$ cat src/core/tpw_pkg.sv
// Package for the 8-bit PWM timer: constants, encodings and carriers.
// Assumes nothing of its surroundings; imported whole by the timer core.
package tpw_pkg;

	// Counter geometry
	localparam int CNT_W = 8;
	localparam logic [CNT_W-1:0] CNT_BOTTOM = 8'h00;
	localparam logic [CNT_W-1:0] CNT_MAX = 8'hff;
	localparam logic [CNT_W-1:0] CNT_ONE = 8'h01;

	// Waveform mode selector codes
	localparam logic [1:0] MODE_NORMAL = 2'h0;
	localparam logic [1:0] MODE_PHASE = 2'h1;
	localparam logic [1:0] MODE_CTC = 2'h2;
	localparam logic [1:0] MODE_FAST = 2'h3;

	// Output action selector codes
	localparam logic [1:0] ACT_NONE = 2'h0;
	localparam logic [1:0] ACT_TOGGLE = 2'h1;
	localparam logic [1:0] ACT_NONINV = 2'h2;
	localparam logic [1:0] ACT_INV = 2'h3;

	// Prescaler width and select codes
	localparam int PRE_W = 10;
	localparam logic [2:0] PRE_STOP = 3'h0;
	localparam logic [2:0] PRE_DIV1 = 3'h1;
	localparam logic [2:0] PRE_DIV8 = 3'h2;
	localparam logic [2:0] PRE_DIV32 = 3'h3;
	localparam logic [2:0] PRE_DIV64 = 3'h4;
	localparam logic [2:0] PRE_DIV128 = 3'h5;
	localparam logic [2:0] PRE_DIV256 = 3'h6;

	// Prescaler terminal masks, one per division factor
	localparam logic [PRE_W-1:0] MASK_DIV1 = 10'h000;
	localparam logic [PRE_W-1:0] MASK_DIV8 = 10'h007;
	localparam logic [PRE_W-1:0] MASK_DIV32 = 10'h01f;
	localparam logic [PRE_W-1:0] MASK_DIV64 = 10'h03f;
	localparam logic [PRE_W-1:0] MASK_DIV128 = 10'h07f;
	localparam logic [PRE_W-1:0] MASK_DIV256 = 10'h0ff;
	localparam logic [PRE_W-1:0] MASK_DIV1024 = 10'h3ff;

	// Configuration carried as one group
	typedef struct packed {
		logic [1:0] mode;
		logic [1:0] action;
		logic [2:0] prescale;
		logic async_sel;
	} tpw_cfg_type;

	// Pin drive pair
	typedef struct packed {
		logic out;
		logic oe;
	} tpw_pin_type;

	// Counting direction
	typedef enum {DIR_UP, DIR_DOWN} tpw_dir_type;

endpackage : tpw_pkg

$ cat src/core/tpw_timer.sv
// 8-bit timer with fast and phase correct PWM on one compare output.
// Assumes configuration ports come from logic on i_clk_sys and the
// timer oscillator arrives unsynchronised on a pin.
`timescale 1ns/1ns
module tpw_timer
	import tpw_pkg::*;
(
	// Clock, reset, freeze
	input wire logic i_clk_sys,
	input wire logic i_nrst,
	input wire logic i_clk_en,
	// Configuration
	input wire tpw_cfg_type i_cfg,
	// Compare value write port
	input wire logic i_compare_wr,
	input wire logic [CNT_W-1:0] i_compare_value,
	// Flag clears
	input wire logic i_overflow_clr,
	input wire logic i_match_clr,
	// Timer oscillator pin
	input wire logic i_osc_clk,
	// General port function of the pin
	input wire logic i_port_out,
	input wire logic i_dir_out,
	// Status
	output logic [CNT_W-1:0] o_count_value,
	output logic [CNT_W-1:0] o_compare_active,
	output logic o_compare_output,
	output logic o_overflow_flag,
	output logic o_match_flag,
	// Pin drive
	output tpw_pin_type o_waveform_pin
);

	// Oscillator synchroniser and edge history
	logic osc_meta;
	logic osc_sync;
	logic osc_prev;
	logic next_osc_meta;
	logic next_osc_sync;
	logic next_osc_prev;
	// Prescaler count
	logic [PRE_W-1:0] pre_cnt;
	logic [PRE_W-1:0] next_pre_cnt;
	logic [PRE_W-1:0] pre_mask;
	// Source and timer ticks
	logic src_tick;
	logic timer_tick;

	// Counter group state
	logic [CNT_W-1:0] count_value;
	logic [CNT_W-1:0] next_count_value;
	tpw_dir_type dir;
	tpw_dir_type next_dir;
	logic [CNT_W-1:0] compare_buf;
	logic [CNT_W-1:0] next_compare_buf;
	logic [CNT_W-1:0] compare_act;
	logic [CNT_W-1:0] next_compare_act;
	logic compare_output;
	logic next_compare_output;
	logic overflow_flag;
	logic next_overflow_flag;
	logic match_flag;
	logic next_match_flag;
	// Decoded helpers
	logic is_pwm;
	logic match;
	logic up_lvl;
	logic down_lvl;
	// Tick taken outside reset; the checks qualify on it so a release edge is not mistaken for a step
	logic run_tick;

	// Output for an action at a match: toggle, force a level, or hold
	function automatic logic act_out(input logic [1:0] act, input logic cur, input logic lvl);
		logic res;
		res = cur;
		case (act)
			ACT_TOGGLE: res = ~cur;
			ACT_NONINV: res = lvl;
			ACT_INV: res = lvl;
			default: res = cur;
		endcase
		return res;
	endfunction : act_out

	// Prescaler mask; the stop code gates the tick instead
	always_comb begin
		case (i_cfg.prescale)
			PRE_DIV1: pre_mask = MASK_DIV1;
			PRE_DIV8: pre_mask = MASK_DIV8;
			PRE_DIV32: pre_mask = MASK_DIV32;
			PRE_DIV64: pre_mask = MASK_DIV64;
			PRE_DIV128: pre_mask = MASK_DIV128;
			PRE_DIV256: pre_mask = MASK_DIV256;
			default: pre_mask = MASK_DIV1024;
		endcase
	end

	// Tick source: every cycle, or a synchronised oscillator rising edge
	always_comb begin
		next_osc_meta = i_osc_clk;
		next_osc_sync = osc_meta;
		next_osc_prev = osc_sync;
		// Edge read from the second stage only, never the first
		src_tick = i_cfg.async_sel ? (osc_sync & ~osc_prev) : 1'b1;
		next_pre_cnt = src_tick ? pre_cnt + 10'h001 : pre_cnt;
		// Free-running prescaler; a select change may shorten one period
		timer_tick = src_tick && (i_cfg.prescale != PRE_STOP) && ((pre_cnt & pre_mask) == pre_mask);
	end

	// Synchroniser and prescaler registers
	always_ff @(posedge i_clk_sys) begin
		if (!i_nrst) begin
			osc_meta <= 1'b0;
			osc_sync <= 1'b0;
			osc_prev <= 1'b0;
			pre_cnt <= '0;
		end else if (i_clk_en) begin
			osc_meta <= next_osc_meta;
			osc_sync <= next_osc_sync;
			osc_prev <= next_osc_prev;
			pre_cnt <= next_pre_cnt;
		end
	end

	// Level decode of the action selector
	always_comb begin
		// Up-count match level; the down level is its inverse
		up_lvl = (i_cfg.action == ACT_INV);
		down_lvl = ~up_lvl;
		is_pwm = (i_cfg.mode == MODE_FAST) || (i_cfg.mode == MODE_PHASE);
		match = (count_value == compare_act);
		// Reset wins over the tick in the release edge, so the checks must see reset too
		run_tick = i_nrst && i_clk_en && timer_tick;
	end

	// Counter, compare and output next-state
	always_comb begin
		next_count_value = count_value;
		next_dir = dir;
		next_compare_buf = compare_buf;
		next_compare_act = compare_act;
		next_compare_output = compare_output;
		next_overflow_flag = overflow_flag;
		next_match_flag = match_flag;
		// Software writes land in the buffer, and in PWM modes only there
		if (i_compare_wr) begin
			next_compare_buf = i_compare_value;
		end
		// Outside PWM the buffer is transparent
		if (!is_pwm) begin
			next_compare_act = next_compare_buf;
		end
		// Clears first, so a set in the same cycle wins
		if (i_overflow_clr) begin
			next_overflow_flag = 1'b0;
		end
		if (i_match_clr) begin
			next_match_flag = 1'b0;
		end
		if (timer_tick) begin
			// Flag shows after the tick that saw equality
			if (match) begin
				next_match_flag = 1'b1;
			end
			case (i_cfg.mode)
				MODE_FAST: begin
					if (match) begin
						next_compare_output = act_out(i_cfg.action, compare_output, up_lvl);
					end
					if (count_value == CNT_MAX) begin
						next_count_value = CNT_BOTTOM;
						next_compare_act = next_compare_buf;
						// Bottom action overrides a match at max: steady level
						if (i_cfg.action[1]) begin
							next_compare_output = down_lvl;
						end
					end else begin
						next_count_value = count_value + CNT_ONE;
					end
					if (count_value == CNT_MAX - CNT_ONE) begin
						next_overflow_flag = 1'b1;
					end
				end
				MODE_PHASE: begin
					case (dir)
						DIR_UP: begin
							if (match) begin
								next_compare_output = act_out(i_cfg.action, compare_output, up_lvl);
							end
							if (count_value == CNT_MAX) begin
								// One tick at max, then fall
								next_dir = DIR_DOWN;
								next_count_value = CNT_MAX - CNT_ONE;
								next_compare_act = next_compare_buf;
								// Level at max: steady if still max, else the up-match level
								if (i_cfg.action[1]) begin
									next_compare_output = (next_compare_buf == CNT_MAX) ? down_lvl : up_lvl;
								end
							end else begin
								next_count_value = count_value + CNT_ONE;
							end
						end
						DIR_DOWN: begin
							if (count_value == CNT_BOTTOM) begin
								// Bottom match counts as up-going: output takes the up-match level, steady low only for non-inverting
								if (match) begin
									next_compare_output = act_out(i_cfg.action, compare_output, up_lvl);
								end
								next_dir = DIR_UP;
								next_count_value = CNT_ONE;
							end else begin
								if (match) begin
									next_compare_output = act_out(i_cfg.action, compare_output, down_lvl);
								end
								next_count_value = count_value - CNT_ONE;
								if (count_value == CNT_ONE) begin
									next_overflow_flag = 1'b1;
								end
							end
						end
						default: begin
							next_dir = DIR_UP;
						end
					endcase
				end
				default: begin
					// Non-PWM modes: plain up count, no output action
					next_count_value = count_value + CNT_ONE;
					next_dir = DIR_UP;
					if (count_value == CNT_MAX) begin
						next_overflow_flag = 1'b1;
					end
				end
			endcase
		end
	end

	// Counter group registers; low clock enable freezes everything
	always_ff @(posedge i_clk_sys) begin
		if (!i_nrst) begin
			count_value <= CNT_BOTTOM;
			dir <= DIR_UP;
			compare_buf <= CNT_BOTTOM;
			compare_act <= CNT_BOTTOM;
			compare_output <= 1'b0;
			overflow_flag <= 1'b0;
			match_flag <= 1'b0;
		end else if (i_clk_en) begin
			count_value <= next_count_value;
			dir <= next_dir;
			compare_buf <= next_compare_buf;
			compare_act <= next_compare_act;
			compare_output <= next_compare_output;
			overflow_flag <= next_overflow_flag;
			match_flag <= next_match_flag;
		end
	end

	// Status outputs straight from flip-flops
	assign o_count_value = count_value;
	assign o_compare_active = compare_act;
	assign o_compare_output = compare_output;
	assign o_overflow_flag = overflow_flag;
	assign o_match_flag = match_flag;
	// Pin mux; direction alone decides whether the pin is driven
	assign o_waveform_pin.out = (i_cfg.action != ACT_NONE) ? compare_output : i_port_out;
	assign o_waveform_pin.oe = i_dir_out;
endmodule : tpw_timer

$ cat config.mk
export PLATFORM = sky130hd
export DESIGN_NAME = tpw_timer
export DESIGN_NICKNAME = d
export VERILOG_FILES = /design/src/core/tpw_pkg.sv /design/src/core/tpw_timer.sv
export SDC_FILE = /design/constraint.sdc
export NUM_CORES = 1
export LEC_CHECK = 0
export BUFFER_PORTS_ARGS = -buffer_cell sky130_fd_sc_hd__buf_2
export CAP_MARGIN = 25
export CORE_MARGIN = 2
export CORE_UTILIZATION = 55
export CTS_CLUSTER_SIZE = 24
export DETAILED_ROUTE_END_ITERATION = 8
export GPL_ROUTABILITY_DRIVEN = 0
export GPL_TIMING_DRIVEN = 0
export PLACE_DENSITY = 0.79
export SKIP_LAST_GASP = 1
export SYNTH_ARGS = -nofsm -noshare
export SYNTH_HDL_FRONTEND = slang
export SYNTH_SLANG_ARGS = --single-unit
$ cat constraint.sdc
create_clock -name i_clk_sys -period 6.2 [get_ports i_clk_sys]
set_clock_uncertainty 0.2 [all_clocks]
set_input_delay 0.93 -clock i_clk_sys [delete_from_list [all_inputs] [get_ports i_clk_sys]]
set_output_delay 0.93 -clock i_clk_sys [all_outputs]
set_load 0.02 [all_outputs]
Word-level counts from Yosys, hierarchy flattened
Index checks and enable logic that the tools add are counted.
- register bits after elaboration: 72
- latch bits: 0
- memory bits (writable): 0
- bits in read-only memories: 0
- bits of input ports: 25
- output and inout bits: 21
- word-level logic and storage cells: 97
- memories kept: 0
- $add $sub $neg: 3
- $mul: 0
- divide/modulo/power cells: 0
- $lt $le $gt $ge: 0
- equality and inequality tests: 23
- shift operators: 0
- multiplexer cells: 41
- bitwise operators: 6
- reductions and logical operators: 13
- operator list (kind ; number):
    $pmux 32 s2 ; 2
    $mux 32 ; 2
    $mux 8 ; 8
    $pmux 10 s6 ; 1
    $pmux 8 s2 ; 3
    $eq 32x1->1 const B ; 1
    $logic_not 32->1 ; 1
    $eq 8x8->1 const B ; 3
    $mux 1 ; 20
    $add 10x1->10 const B ; 1
    $and 10x10->10 ; 1
    $eq 10x10->1 ; 1
    $eq 3x3->1 const B ; 3
    $add 8x1->8 const B ; 1
    $eq 8x1->1 const B ; 1
    $eq 8x8->1 ; 1
    $logic_not 8->1 ; 1
    $pmux 1 s2 ; 4
    $sub 8x1->8 const B ; 1
    $eq 2x2->1 const B ; 3
    $eq 3x2->1 const B ; 2
    $ne 3x3->1 const B ; 2
    $reduce_and 6->1 ; 1
    $ne 5x4->1 const B ; 1
    other kinds (15) ; 21

Logic depth before layout (Yosys ltp)
Gate-level depths: netlist (run 1).
- word-level depth: 7
- mapped depth: 9

Least setup slack after synthesis (run 1)
No wires, ideal clock.
- path kind: input port to output port
- start: input port i_cfg[4] (netlist bit)
- end: output port o_waveform_pin[1] (netlist bit)
- data arrival time: 1.454 ns
- path slack: 3.616 ns
- stages on the path: 2
- buffers on the path: 0
- path through: nor2_1 mux2_2
- RTL lines (element ; line ; text):
    start, declared ; tpw_timer.sv:13 ; input wire tpw_cfg_type i_cfg,
    end, declared ; tpw_timer.sv:32 ; output tpw_pin_type o_waveform_pin

==> summary.json, run 1 <==
{
  "layout_common_cells": {"value": "46 x sky130_fd_sc_hd__buf_2, 41 x sky130_fd_sc_hd__dfxtp_1, 34 x sky130_fd_sc_hd__a21oi_1, 29 x sky130_fd_sc_hd__nand2_1, 23 x sky130_fd_sc_hd__nor2_1"},
  "number_of_enable_flip_flop_cells_after_synthesis": {"value": 0},
  "postSynthRegisterBits": {"value": 41},
  "max_freq": {"value": 350.0, "unit": "MHz"},
  "timing_worst_setup_path_type": {"value": "primary input to output port"},
  "fp-row-count": {"value": 25},
  "synth.net_count": {"value": 352},
  "cpPeakStageDelay": {"value": 0.34, "unit": "ns"},
  "synth_area_leader_cell": {"value": "sky130_fd_sc_hd__dfxtp_1"},
  "worst-path-buf-inv": {"value": 2},
  "first_pass_grt_wire_length": {"value": 10540, "unit": "microns"},
  "final_common_cell": {"value": "sky130_fd_sc_hd__buf_2"},
  "synthDistinctLibCells": {"value": 64},
  "power_density": {"value": 185.0, "unit": "mW/mm^2"},
  "cts.hold.buffers_added": {"value": 0},
  "num_antenna_cells": {"value": 0},
  "clock-root-buffer": {"value": "sky130_fd_sc_hd__clkbuf_8"},
  "fin_crit": {"value": 2.857, "unit": "ns"},
  "post-cts-setup-buffer-count": {"value": 0},
  "cts.repair.resized": {"value": 0},
  "setup_viol": {"value": 0},
  "finalSetupTns": {"value": 0, "unit": "ns"},
  "unrepaired_setup_endpoints_after_global_routing": {"value": "no"},
  "report.final.slew_viol_count": {"value": 0},
  "wl_per_cell": {"value": 15.39, "unit": "microns"},
  "antenna_left": {"value": 0},
  "status": {"value": "finished clean"},
  "synth.area.top_cells": {"value": "sky130_fd_sc_hd__dfxtp_1 31%, sky130_fd_sc_hd__a21oi_1 6.5%, sky130_fd_sc_hd__nand2_1 4.1%"},
  "drt_pre_antenna_iters": {"value": 5},
  "clock_path_buffers": {"value": 2},
  "crit_fanout": {"value": 6},
  "crit_top_cell": {"value": "sky130_fd_sc_hd__buf_2"},
  "fill_cells": {"value": 426},
  "vias": {"value": 2588},
  "hold_path.class": {"value": "register to register"},
  "max-vdd-ir-drop": {"value": 0.1219, "unit": "mV"},
  "numCtsBuffers": {"value": 5},
  "post-dp-hpwl": {"value": 4858, "unit": "microns"},
  "ys.warnings.count": {"value": 0},
  "grt-ovfl-total": {"value": 0},
  "clock_sink_count": {"value": 41},
  "maxSlewHeadroom": {"value": 0.5754},
  "drive_gt1_frac": {"value": 0.2108},
  "timing_worst_slew_pin_value": {"value": 0.6339, "unit": "ns"},
  "grt_usage": {"value": 0.2530},
  "starting_utilization_of_the_core_area": {"value": 0.5638},
  "final_min_period_over_clock_period": {"value": 0.4608},
  "post-route-drc-count": {"value": 0},
  "synth_top_cell_area_share": {"value": 0.3124},
  "areaGrowthSynthToFinish": {"value": 13.71, "unit": "%"},
  "seq_area_frac_synth": {"value": 0.3124},
  "final_net_count": {"value": 400},
  "pin_count_of_the_biggest_net_entering_global_routing": {"value": 14},
  "synth_cells": {"value": 321},
  "non_filler_instances": {"value": 424},
  "synthesis.area_per_instance": {"value": 8.185, "unit": "sq um"},
  "max_cap_viol_count": {"value": 0},
  "numPlacedInstances": {"value": 416},
  "worst-endpoint-arrival": {"value": 1.73, "unit": "ns"},
  "cellLeakagePower": {"value": 1.119, "unit": "nW"},
  "mappedNetlistArea": {"value": 0.002628, "unit": "sq mm"},
  "yosys_most_used_dff": {"value": "sky130_fd_sc_hd__dfxtp_1"},
  "worstPathCellList": {"value": "buf_2 -> nor2_1 -> mux2_2 -> buf_2"},
  "ctsHtreeMaxLevel": {"value": 2},
  "finalHoldViolations": {"value": 0},
  "detail_route.vias_per_cell": {"value": 6.104},
  "worst-endpoint-required": {"value": 5.07, "unit": "ns"},
  "critical_path.startpoint_type": {"value": "primary input"},
  "timing.critical_path.slowest_stage_cell": {"value": "sky130_fd_sc_hd__mux2_2"},
  "io_buffers": {"value": 41},
  "detailedRoute.firstIterationViolations": {"value": 173},
  "clkLatencyLatePin": {"value": 0.29, "unit": "ns"},
  "hold-worst-slack": {"value": 0.2597, "unit": "ns"},
  "fp.dieW": {"value": 73.12, "unit": "microns"},
  "drt-total-wl": {"value": 6527, "unit": "microns"},
  "core_region_area": {"value": 0.004661, "unit": "sq mm"},
  "tritoncts": {"value": "done"},
  "async_flop_share": {"value": 0},
  "grt_antenna_before_repair": {"value": 0},
  "crit_path_end_kind": {"value": "output port"},
  "via_count_of_the_first_global_routing_pass": {"value": 2282},
  "number_of_i_o_pins": {"value": 46},
  "clk_transition_reported_paths": {"value": 0.08, "unit": "ns"},
  "timing.critical_path.max_delay_family": {"value": "multiplexers"},
  "floorplan.die.height": {"value": 73.12, "unit": "microns"},
  "die_area": {"value": 0.005347, "unit": "sq mm"}
}
-- synth_stat cells (4+ instances only) --
cell and n:
sky130_fd_sc_hd__a31oi_1 5, sky130_fd_sc_hd__dfxtp_1 41, sky130_fd_sc_hd__a211oi_1 9, sky130_fd_sc_hd__nand2b_1 9
sky130_fd_sc_hd__a21oi_1 34, sky130_fd_sc_hd__and3_1 4, sky130_fd_sc_hd__o21ai_0 13, sky130_fd_sc_hd__nand3_1 19
sky130_fd_sc_hd__ha_1 6, sky130_fd_sc_hd__clkbuf_1 6, sky130_fd_sc_hd__buf_4 5, sky130_fd_sc_hd__xor2_1 5
sky130_fd_sc_hd__mux2i_1 10, sky130_fd_sc_hd__buf_2 5, sky130_fd_sc_hd__inv_1 7, sky130_fd_sc_hd__xnor2_1 11
sky130_fd_sc_hd__nand2_1 29, sky130_fd_sc_hd__nand4_1 8, sky130_fd_sc_hd__nor3_1 8, sky130_fd_sc_hd__o31ai_1 4
sky130_fd_sc_hd__nor2_1 23
-- final cells by class --
type                            instances  area, sq um  share of cell area
Multi-Input combinational cell        251         1657              0.5544
Sequential cell                        41        820.8              0.2747
Timing Repair Buffer                   41        205.2             0.06868
Buffer                                 21        120.1             0.04020
Clock buffer                            6        72.57             0.02429
Tap cell                               54        67.56             0.02261
Inverter                                8        30.03             0.01005
Clock inverter                          2        15.01            0.005025
-- report_power, final --
part | leakage, nW | switching, mW | internal, mW | total [mW]
Sequential | 0.333 | 0.00813 | 0.272 | 0.280
Combinational | 0.748 | 0.0576 | 0.0400 | 0.0976
Clock | 0.0374 | 0.0958 | 0.0794 | 0.175
Total | 1.12 | 0.162 | 0.391 | 0.553
-- routing by layer --
metal  track usage  routed length [microns]
met1        0.3244                     2842
met2        0.4204                     3120
met3       0.04972                      424
met4       0.09259                      140
met5             0                        0
-- cell families (layout without fill, tap and decap cells) --
group / count (synthesis) / after routing / share of synthesized area
adder cells (fa/ha/maj): 6 / 6 / 0.02857
flip-flops: 41 / 41 / 0.3124
AND/OR/NAND/NOR: 127 / 127 / 0.2733
AO/OA/AOI/OAI: 90 / 90 / 0.2267
buffers and inverters: 29 / 78 / 0.05714
XOR/XNOR: 17 / 17 / 0.05952
multiplexers: 11 / 11 / 0.04238
-- per-stage QoR --
step	utilization	setup slack [ns]	power, mW	instance area [sq um]
floorplan	-	3.616	0.3534	2628
global placement	0.6223	3.358	0.3812	2900
detailed placement	0.6223	3.340	0.3834	2900
CTS	0.6411	3.339	0.5561	2988
global route	0.6411	3.297	0.5748	2988
finish	0.6411	3.343	0.5527	2988
-- registers in the layout, indices dropped and copies added, names as in the netlist --
name / flops
o_compare_active: 8
osc_prev: 1
pre_cnt: 10
next_osc_sync: 1
o_match_flag: 1
dir: 1
o_overflow_flag: 1
o_count_value: 8
o_compare_output: 1
compare_buf: 8
next_osc_prev: 1
-- final timing paths --
| kind | from | slack, ns | cells past startpoint | to |
|---|---|---|---|---|
| setup / recovery | i_cfg[4] | 3.34 | 4 | o_waveform_pin[1] |
| hold / removal | compare_buf[6] | 0.26 | 2 | compare_buf[6] |
| setup reg to reg | o_count_value[0] | 3.78 | 8 | o_compare_active[3] |
| hold reg to reg | compare_buf[6] | 0.26 | 2 | compare_buf[6] |
-- worst register-to-register path, delay by kind of cell, from the launching register on --
kind | cells | cell delay, ns
and+or+nand+nor | 3 | 0.68
DFF | 1 | 0.55
AOI/OAI and AO/OA | 2 | 0.34
adders and majority gates | 1 | 0.28
buffers and inverters | 2 | 0.24
Power figures use the tool's default switching activity.
==> inputs of run 2 (changes only) <==
--- a/config.mk
+++ b/config.mk
@@ -5,6 +5,7 @@
 export SDC_FILE = /design/constraint.sdc
 export NUM_CORES = 1
 export LEC_CHECK = 0
+export ABC_AREA = 1
 export BUFFER_PORTS_ARGS = -buffer_cell sky130_fd_sc_hd__buf_2
 export CAP_MARGIN = 25
 export CORE_MARGIN = 2
@@ -13,7 +14,7 @@
 export DETAILED_ROUTE_END_ITERATION = 8
 export GPL_ROUTABILITY_DRIVEN = 0
 export GPL_TIMING_DRIVEN = 0
-export PLACE_DENSITY = 0.79
+export PLACE_DENSITY = 0.78
 export SKIP_LAST_GASP = 1
 export SYNTH_ARGS = -nofsm -noshare
 export SYNTH_HDL_FRONTEND = slang
==> constraint.sdc (replaced) <==
create_clock -name i_clk_sys -period 2.67 [get_ports i_clk_sys]
set_clock_uncertainty 0.2 [all_clocks]
set_input_delay 0.4005 -clock i_clk_sys [delete_from_list [all_inputs] [get_ports i_clk_sys]]
set_output_delay 0.4005 -clock i_clk_sys [all_outputs]
set_load 0.02 [all_outputs]
==> summary.json, run 2 <==
{
  "post-dp-hpwl": {"value": 5253, "unit": "microns", "change": "+8.1%"},
  "layout_common_cells": {"value": "108 x sky130_fd_sc_hd__nand2_1, 49 x sky130_fd_sc_hd__inv_1, 48 x sky130_fd_sc_hd__buf_2, 43 x sky130_fd_sc_hd__nor2_1, 41 x sky130_fd_sc_hd__dfxtp_1"},
  "grt-ovfl-total": {"value": 0, "change": "unchanged"},
  "detail_route.vias_per_cell": {"value": 5.148, "change": "-16%"},
  "fin_crit": {"value": 2.244, "unit": "ns"},
  "floorplan.die.height": {"value": 74.79, "unit": "microns", "change": "+2.3%"},
  "num_antenna_cells": {"value": 0, "change": "unchanged"},
  "synth_xor_xnor_area_share": {"value": 0.03813, "change": "-0.02139"},
  "yosys_most_used_dff": {"value": "sky130_fd_sc_hd__dfxtp_1"},
  "largest_register_ff_count": {"value": 10, "change": "unchanged"},
  "via_count_of_the_first_global_routing_pass": {"value": 2529, "change": "+11%"},
  "first_pass_grt_wire_length": {"value": 11120, "unit": "microns", "change": "+5.5%"},
  "antenna_left": {"value": 0, "change": "unchanged"},
  "grt_antenna_before_repair": {"value": 0, "change": "unchanged"},
  "synth_top_cell_area_share": {"value": 0.2978, "change": "-0.01461"},
  "synth.net_count": {"value": 467, "change": "+33%"},
  "cellLeakagePower": {"value": 1.529, "unit": "nW", "change": "+37%"},
  "clock_sink_count": {"value": 41, "change": "unchanged"},
  "starting_utilization_of_the_core_area": {"value": 0.5759, "change": "+0.01219"},
  "grt_usage": {"value": 0.2562, "change": "+0.003163"},
  "worst-endpoint-required": {"value": 2.65, "unit": "ns", "change": "-2.42 ns"},
  "final_common_cell": {"value": "sky130_fd_sc_hd__nand2_1"},
  "post-route-drc-count": {"value": 0, "change": "unchanged"},
  "mappedNetlistArea": {"value": 0.002756, "unit": "sq mm", "change": "+4.9%"},
  "ys.warnings.count": {"value": 0, "change": "unchanged"},
  "number_of_i_o_pins": {"value": 46, "change": "unchanged"},
  "yosys-mux-area-fraction": {"value": 0.004085, "change": "-0.03830"},
  "worst-endpoint-arrival": {"value": 2.22, "unit": "ns", "change": "+0.49 ns"},
  "cp_num_cells": {"value": 10, "change": "+6"},
  "drive_gt1_frac": {"value": 0.1992, "change": "-0.01163"},
  "drt_pre_antenna_iters": {"value": 5, "change": "unchanged"},
  "io_buffers": {"value": 43, "change": "+4.9%"},
  "netlist_top_cells_count": {"value": "108 x sky130_fd_sc_hd__nand2_1, 49 x sky130_fd_sc_hd__inv_1, 43 x sky130_fd_sc_hd__nor2_1, 41 x sky130_fd_sc_hd__dfxtp_1, 35 x sky130_fd_sc_hd__nand3_1"},
  "fp.dieW": {"value": 74.79, "unit": "microns", "change": "+2.3%"},
  "layout.area.seq": {"value": 820.8, "unit": "sq um", "change": "unchanged"},
  "cpPeakStageDelay": {"value": 0.52, "unit": "ns", "change": "+0.18 ns"},
  "power_density": {"value": 444.3, "unit": "mW/mm^2", "change": "+140%"},
  "synth-adder-area-share": {"value": 0.02724, "change": "-0.001336"},
  "final_net_count": {"value": 517, "change": "+29%"},
  "timing.critical_path.max_delay_family": {"value": "compound AO/OA/AOI/OAI gates"},
  "crit_fanout": {"value": 8, "change": "+2"},
  "synth_simple_gate_area_frac": {"value": 0.3609, "change": "+0.08754"},
  "worst-path-buf-inv": {"value": 3, "change": "+1"},
  "numCtsBuffers": {"value": 5, "change": "unchanged"},
  "maxSlewHeadroom": {"value": 0.5909, "change": "+0.01548"},
  "unrepaired_setup_endpoints_after_global_routing": {"value": "no"},
  "clkLatencyLatePin": {"value": 0.29, "unit": "ns", "change": "about the same"},
  "post-cts-setup-buffer-count": {"value": 0, "change": "unchanged"},
  "worstPathCellList": {"value": "ha_1 -> nand2_1 -> inv_2 -> nand2_1 -> nor2_2 -> inv_2 -> o21ai_1 -> inv_1 -> a21oi_1 -> a21oi_1"},
  "final_min_period_over_clock_period": {"value": 0.8404},
  "report.final.slew_viol_count": {"value": 0, "change": "unchanged"},
  "status": {"value": "finished clean"},
  "synthesis.area_per_instance": {"value": 6.322, "unit": "sq um", "change": "-23%"},
  "synthDistinctLibCells": {"value": 35, "change": "-45%"},
  "core_region_area": {"value": 0.004786, "unit": "sq mm", "change": "+2.7%"},
  "hold_path.class": {"value": "primary input to register"},
  "clock_path_buffers": {"value": 2, "change": "unchanged"},
  "number_of_enable_flip_flop_cells_after_synthesis": {"value": 0, "change": "unchanged"},
  "die_area": {"value": 0.005594, "unit": "sq mm", "change": "+4.6%"},
  "timing_worst_slew_pin_value": {"value": 0.6137, "unit": "ns", "change": "-0.02027 ns"},
  "r2r.worst_path.cells": {"value": 10, "change": "+2"},
  "setup_viol": {"value": 0, "change": "unchanged"},
  "detailedRoute.firstIterationViolations": {"value": 154, "change": "-11%"},
  "seq_area_frac_synth": {"value": 0.2978, "change": "-0.01461"},
  "pin_count_of_the_biggest_net_entering_global_routing": {"value": 13, "change": "-1"},
  "combinational_family_with_the_most_area_after_synthesis": {"value": "simple AND/OR/NAND/NOR gates"},
  "leading_cell_type_by_number_of_instances_after_synthesis": {"value": "sky130_fd_sc_hd__nand2_1"},
  "critical_path.startpoint_type": {"value": "register"},
  "finalSetupTns": {"value": 0, "unit": "ns", "change": "unchanged"},
  "timing.critical_path.slowest_stage_cell": {"value": "sky130_fd_sc_hd__dfxtp_1"},
  "wl_per_cell": {"value": 12.25, "unit": "microns", "change": "-20%"},
  "fp-row-count": {"value": 25, "change": "unchanged"},
  "cts.repair.resized": {"value": 0, "change": "unchanged"},
  "tritoncts": {"value": "done"},
  "areaGrowthSynthToFinish": {"value": 15.07, "unit": "%"},
  "registers.top_by_ff_count": {"value": "pre_cnt"},
  "timing_worst_setup_path_type": {"value": "register to register"},
  "async_flop_share": {"value": 0, "change": "unchanged"},
  "clock-root-buffer": {"value": "sky130_fd_sc_hd__clkbuf_8"},
  "multiInputGateArea": {"value": 0.001600, "unit": "sq mm", "change": "-3.4%"},
  "max-vdd-ir-drop": {"value": 0.2904, "unit": "mV", "change": "+140%"},
  "cts.hold.buffers_added": {"value": 0, "change": "unchanged"},
  "synth.area.top_cells": {"value": "sky130_fd_sc_hd__dfxtp_1 30%, sky130_fd_sc_hd__nand2_1 15%, sky130_fd_sc_hd__inv_1 6.7%"},
  "synth_cells": {"value": 436, "change": "+36%"},
  "postSynthRegisterBits": {"value": 41, "change": "unchanged"},
  "synth_compound_gate_area_share": {"value": 0.1502, "change": "-0.07642"},
  "vias": {"value": 2852, "change": "+10%"},
  "max_cap_viol_count": {"value": 0, "change": "unchanged"},
  "drt-total-wl": {"value": 6789, "unit": "microns", "change": "+4.0%"},
  "clk_transition_reported_paths": {"value": 0.08, "unit": "ns", "change": "about the same"},
  "fill_cells": {"value": 448, "change": "+5.2%"},
  "crit_path_end_kind": {"value": "register"},
  "layout.core_utilization": {"value": 0.6627, "change": "+0.02167"},
  "min_path_cells": {"value": 3, "change": "+1"},
  "finalHoldViolations": {"value": 0, "change": "unchanged"},
  "max_freq": {"value": 445.6, "unit": "MHz"},
  "synth_area_leader_cell": {"value": "sky130_fd_sc_hd__dfxtp_1"},
  "ctsHtreeMaxLevel": {"value": 2, "change": "unchanged"}
}
[run 2: cell count changes after synthesis, moves of 10 or more]
cell	change
sky130_fd_sc_hd__nand3_1	+16
sky130_fd_sc_hd__inv_2	+17
sky130_fd_sc_hd__inv_1	+42
sky130_fd_sc_hd__mux2i_1	-10
sky130_fd_sc_hd__nand2_1	+79
sky130_fd_sc_hd__o21ai_1	+17
sky130_fd_sc_hd__nor2_1	+20
[run 2: cell families after synthesis]
logic type,count (synthesis)
and+or+nand+nor,216
muxes,1
xor gates and xnor gates,12
AOI/OAI and AO/OA,78
buffers and inverters,82
adders and majority gates,6
DFF,41
[run 2: area by class of cell]
type / instances / share of cell area
multi-input combinational: 313 / 0.5045
sequential: 41 / 0.2588
inverter: 68 / 0.08126
timing repair buffer: 43 / 0.06785
clock buffer: 7 / 0.02722
tap: 67 / 0.02643
buffer: 14 / 0.02446
clock inverter: 1 / 0.009467
[run 2: power breakdown]
part           total [mW]  switching [mW]  internal [mW]
sequential          0.648          0.0165          0.632
clock               0.516           0.211          0.305
combinational       0.245           0.159         0.0862
[run 2: path summary, 6_finish.rpt]
check	from	end	slack, ns
worst min-delay path	i_osc_clk	next_osc_sync	0.13
worst min register to register	compare_buf[5]	compare_buf[5]	0.27
worst max-delay path	o_count_value[1]	o_count_value[6]	0.43
worst max register to register	o_count_value[1]	o_count_value[6]	0.43
[run 2: worst reg2reg max path: stages, from the launching register on]
cell and delay (ns):
sky130_fd_sc_hd__dfxtp_1 0.52, sky130_fd_sc_hd__ha_1 0.24, sky130_fd_sc_hd__nand2_1 0.07, sky130_fd_sc_hd__inv_2 0.07
sky130_fd_sc_hd__nand2_1 0.12, sky130_fd_sc_hd__nor2_2 0.24, sky130_fd_sc_hd__inv_2 0.04, sky130_fd_sc_hd__o21ai_1 0.29
sky130_fd_sc_hd__inv_1 0.10, sky130_fd_sc_hd__a21oi_1 0.17, sky130_fd_sc_hd__a21oi_1 0.08
[run 2: metrics by stage]
| stage | worst slack, ns | total power, mW | hold slack (ns) | cells | area (sq um) |
|---|---|---|---|---|---|
| finish | 0.4260 | 1.409 | 0.1255 | 554 | 3172 |
| global placement | 0.4610 | 0.8990 | 0.2453 | 546 | 3055 |
| CTS | 0.4347 | 1.419 | 0.1191 | 554 | 3172 |
| floorplan | 0.7040 | 0.8333 | 0.2336 | 436 | 2756 |
| global route | 0.2440 | 1.477 | 0.1403 | 554 | 3172 |
| detailed placement | 0.4549 | 0.9042 | 0.2548 | 546 | 3055 |
[run 2: layer usage]
metal | vias to the layer above | wire, microns | GRT usage
met5 | - | 0 | 0
met2 | 65 | 3154 | 0.4189
met4 | 0 | 106 | 0.08333
met3 | 10 | 268 | 0.03882
li1 | 1495 | - | -
met1 | 1282 | 3260 | 0.3478
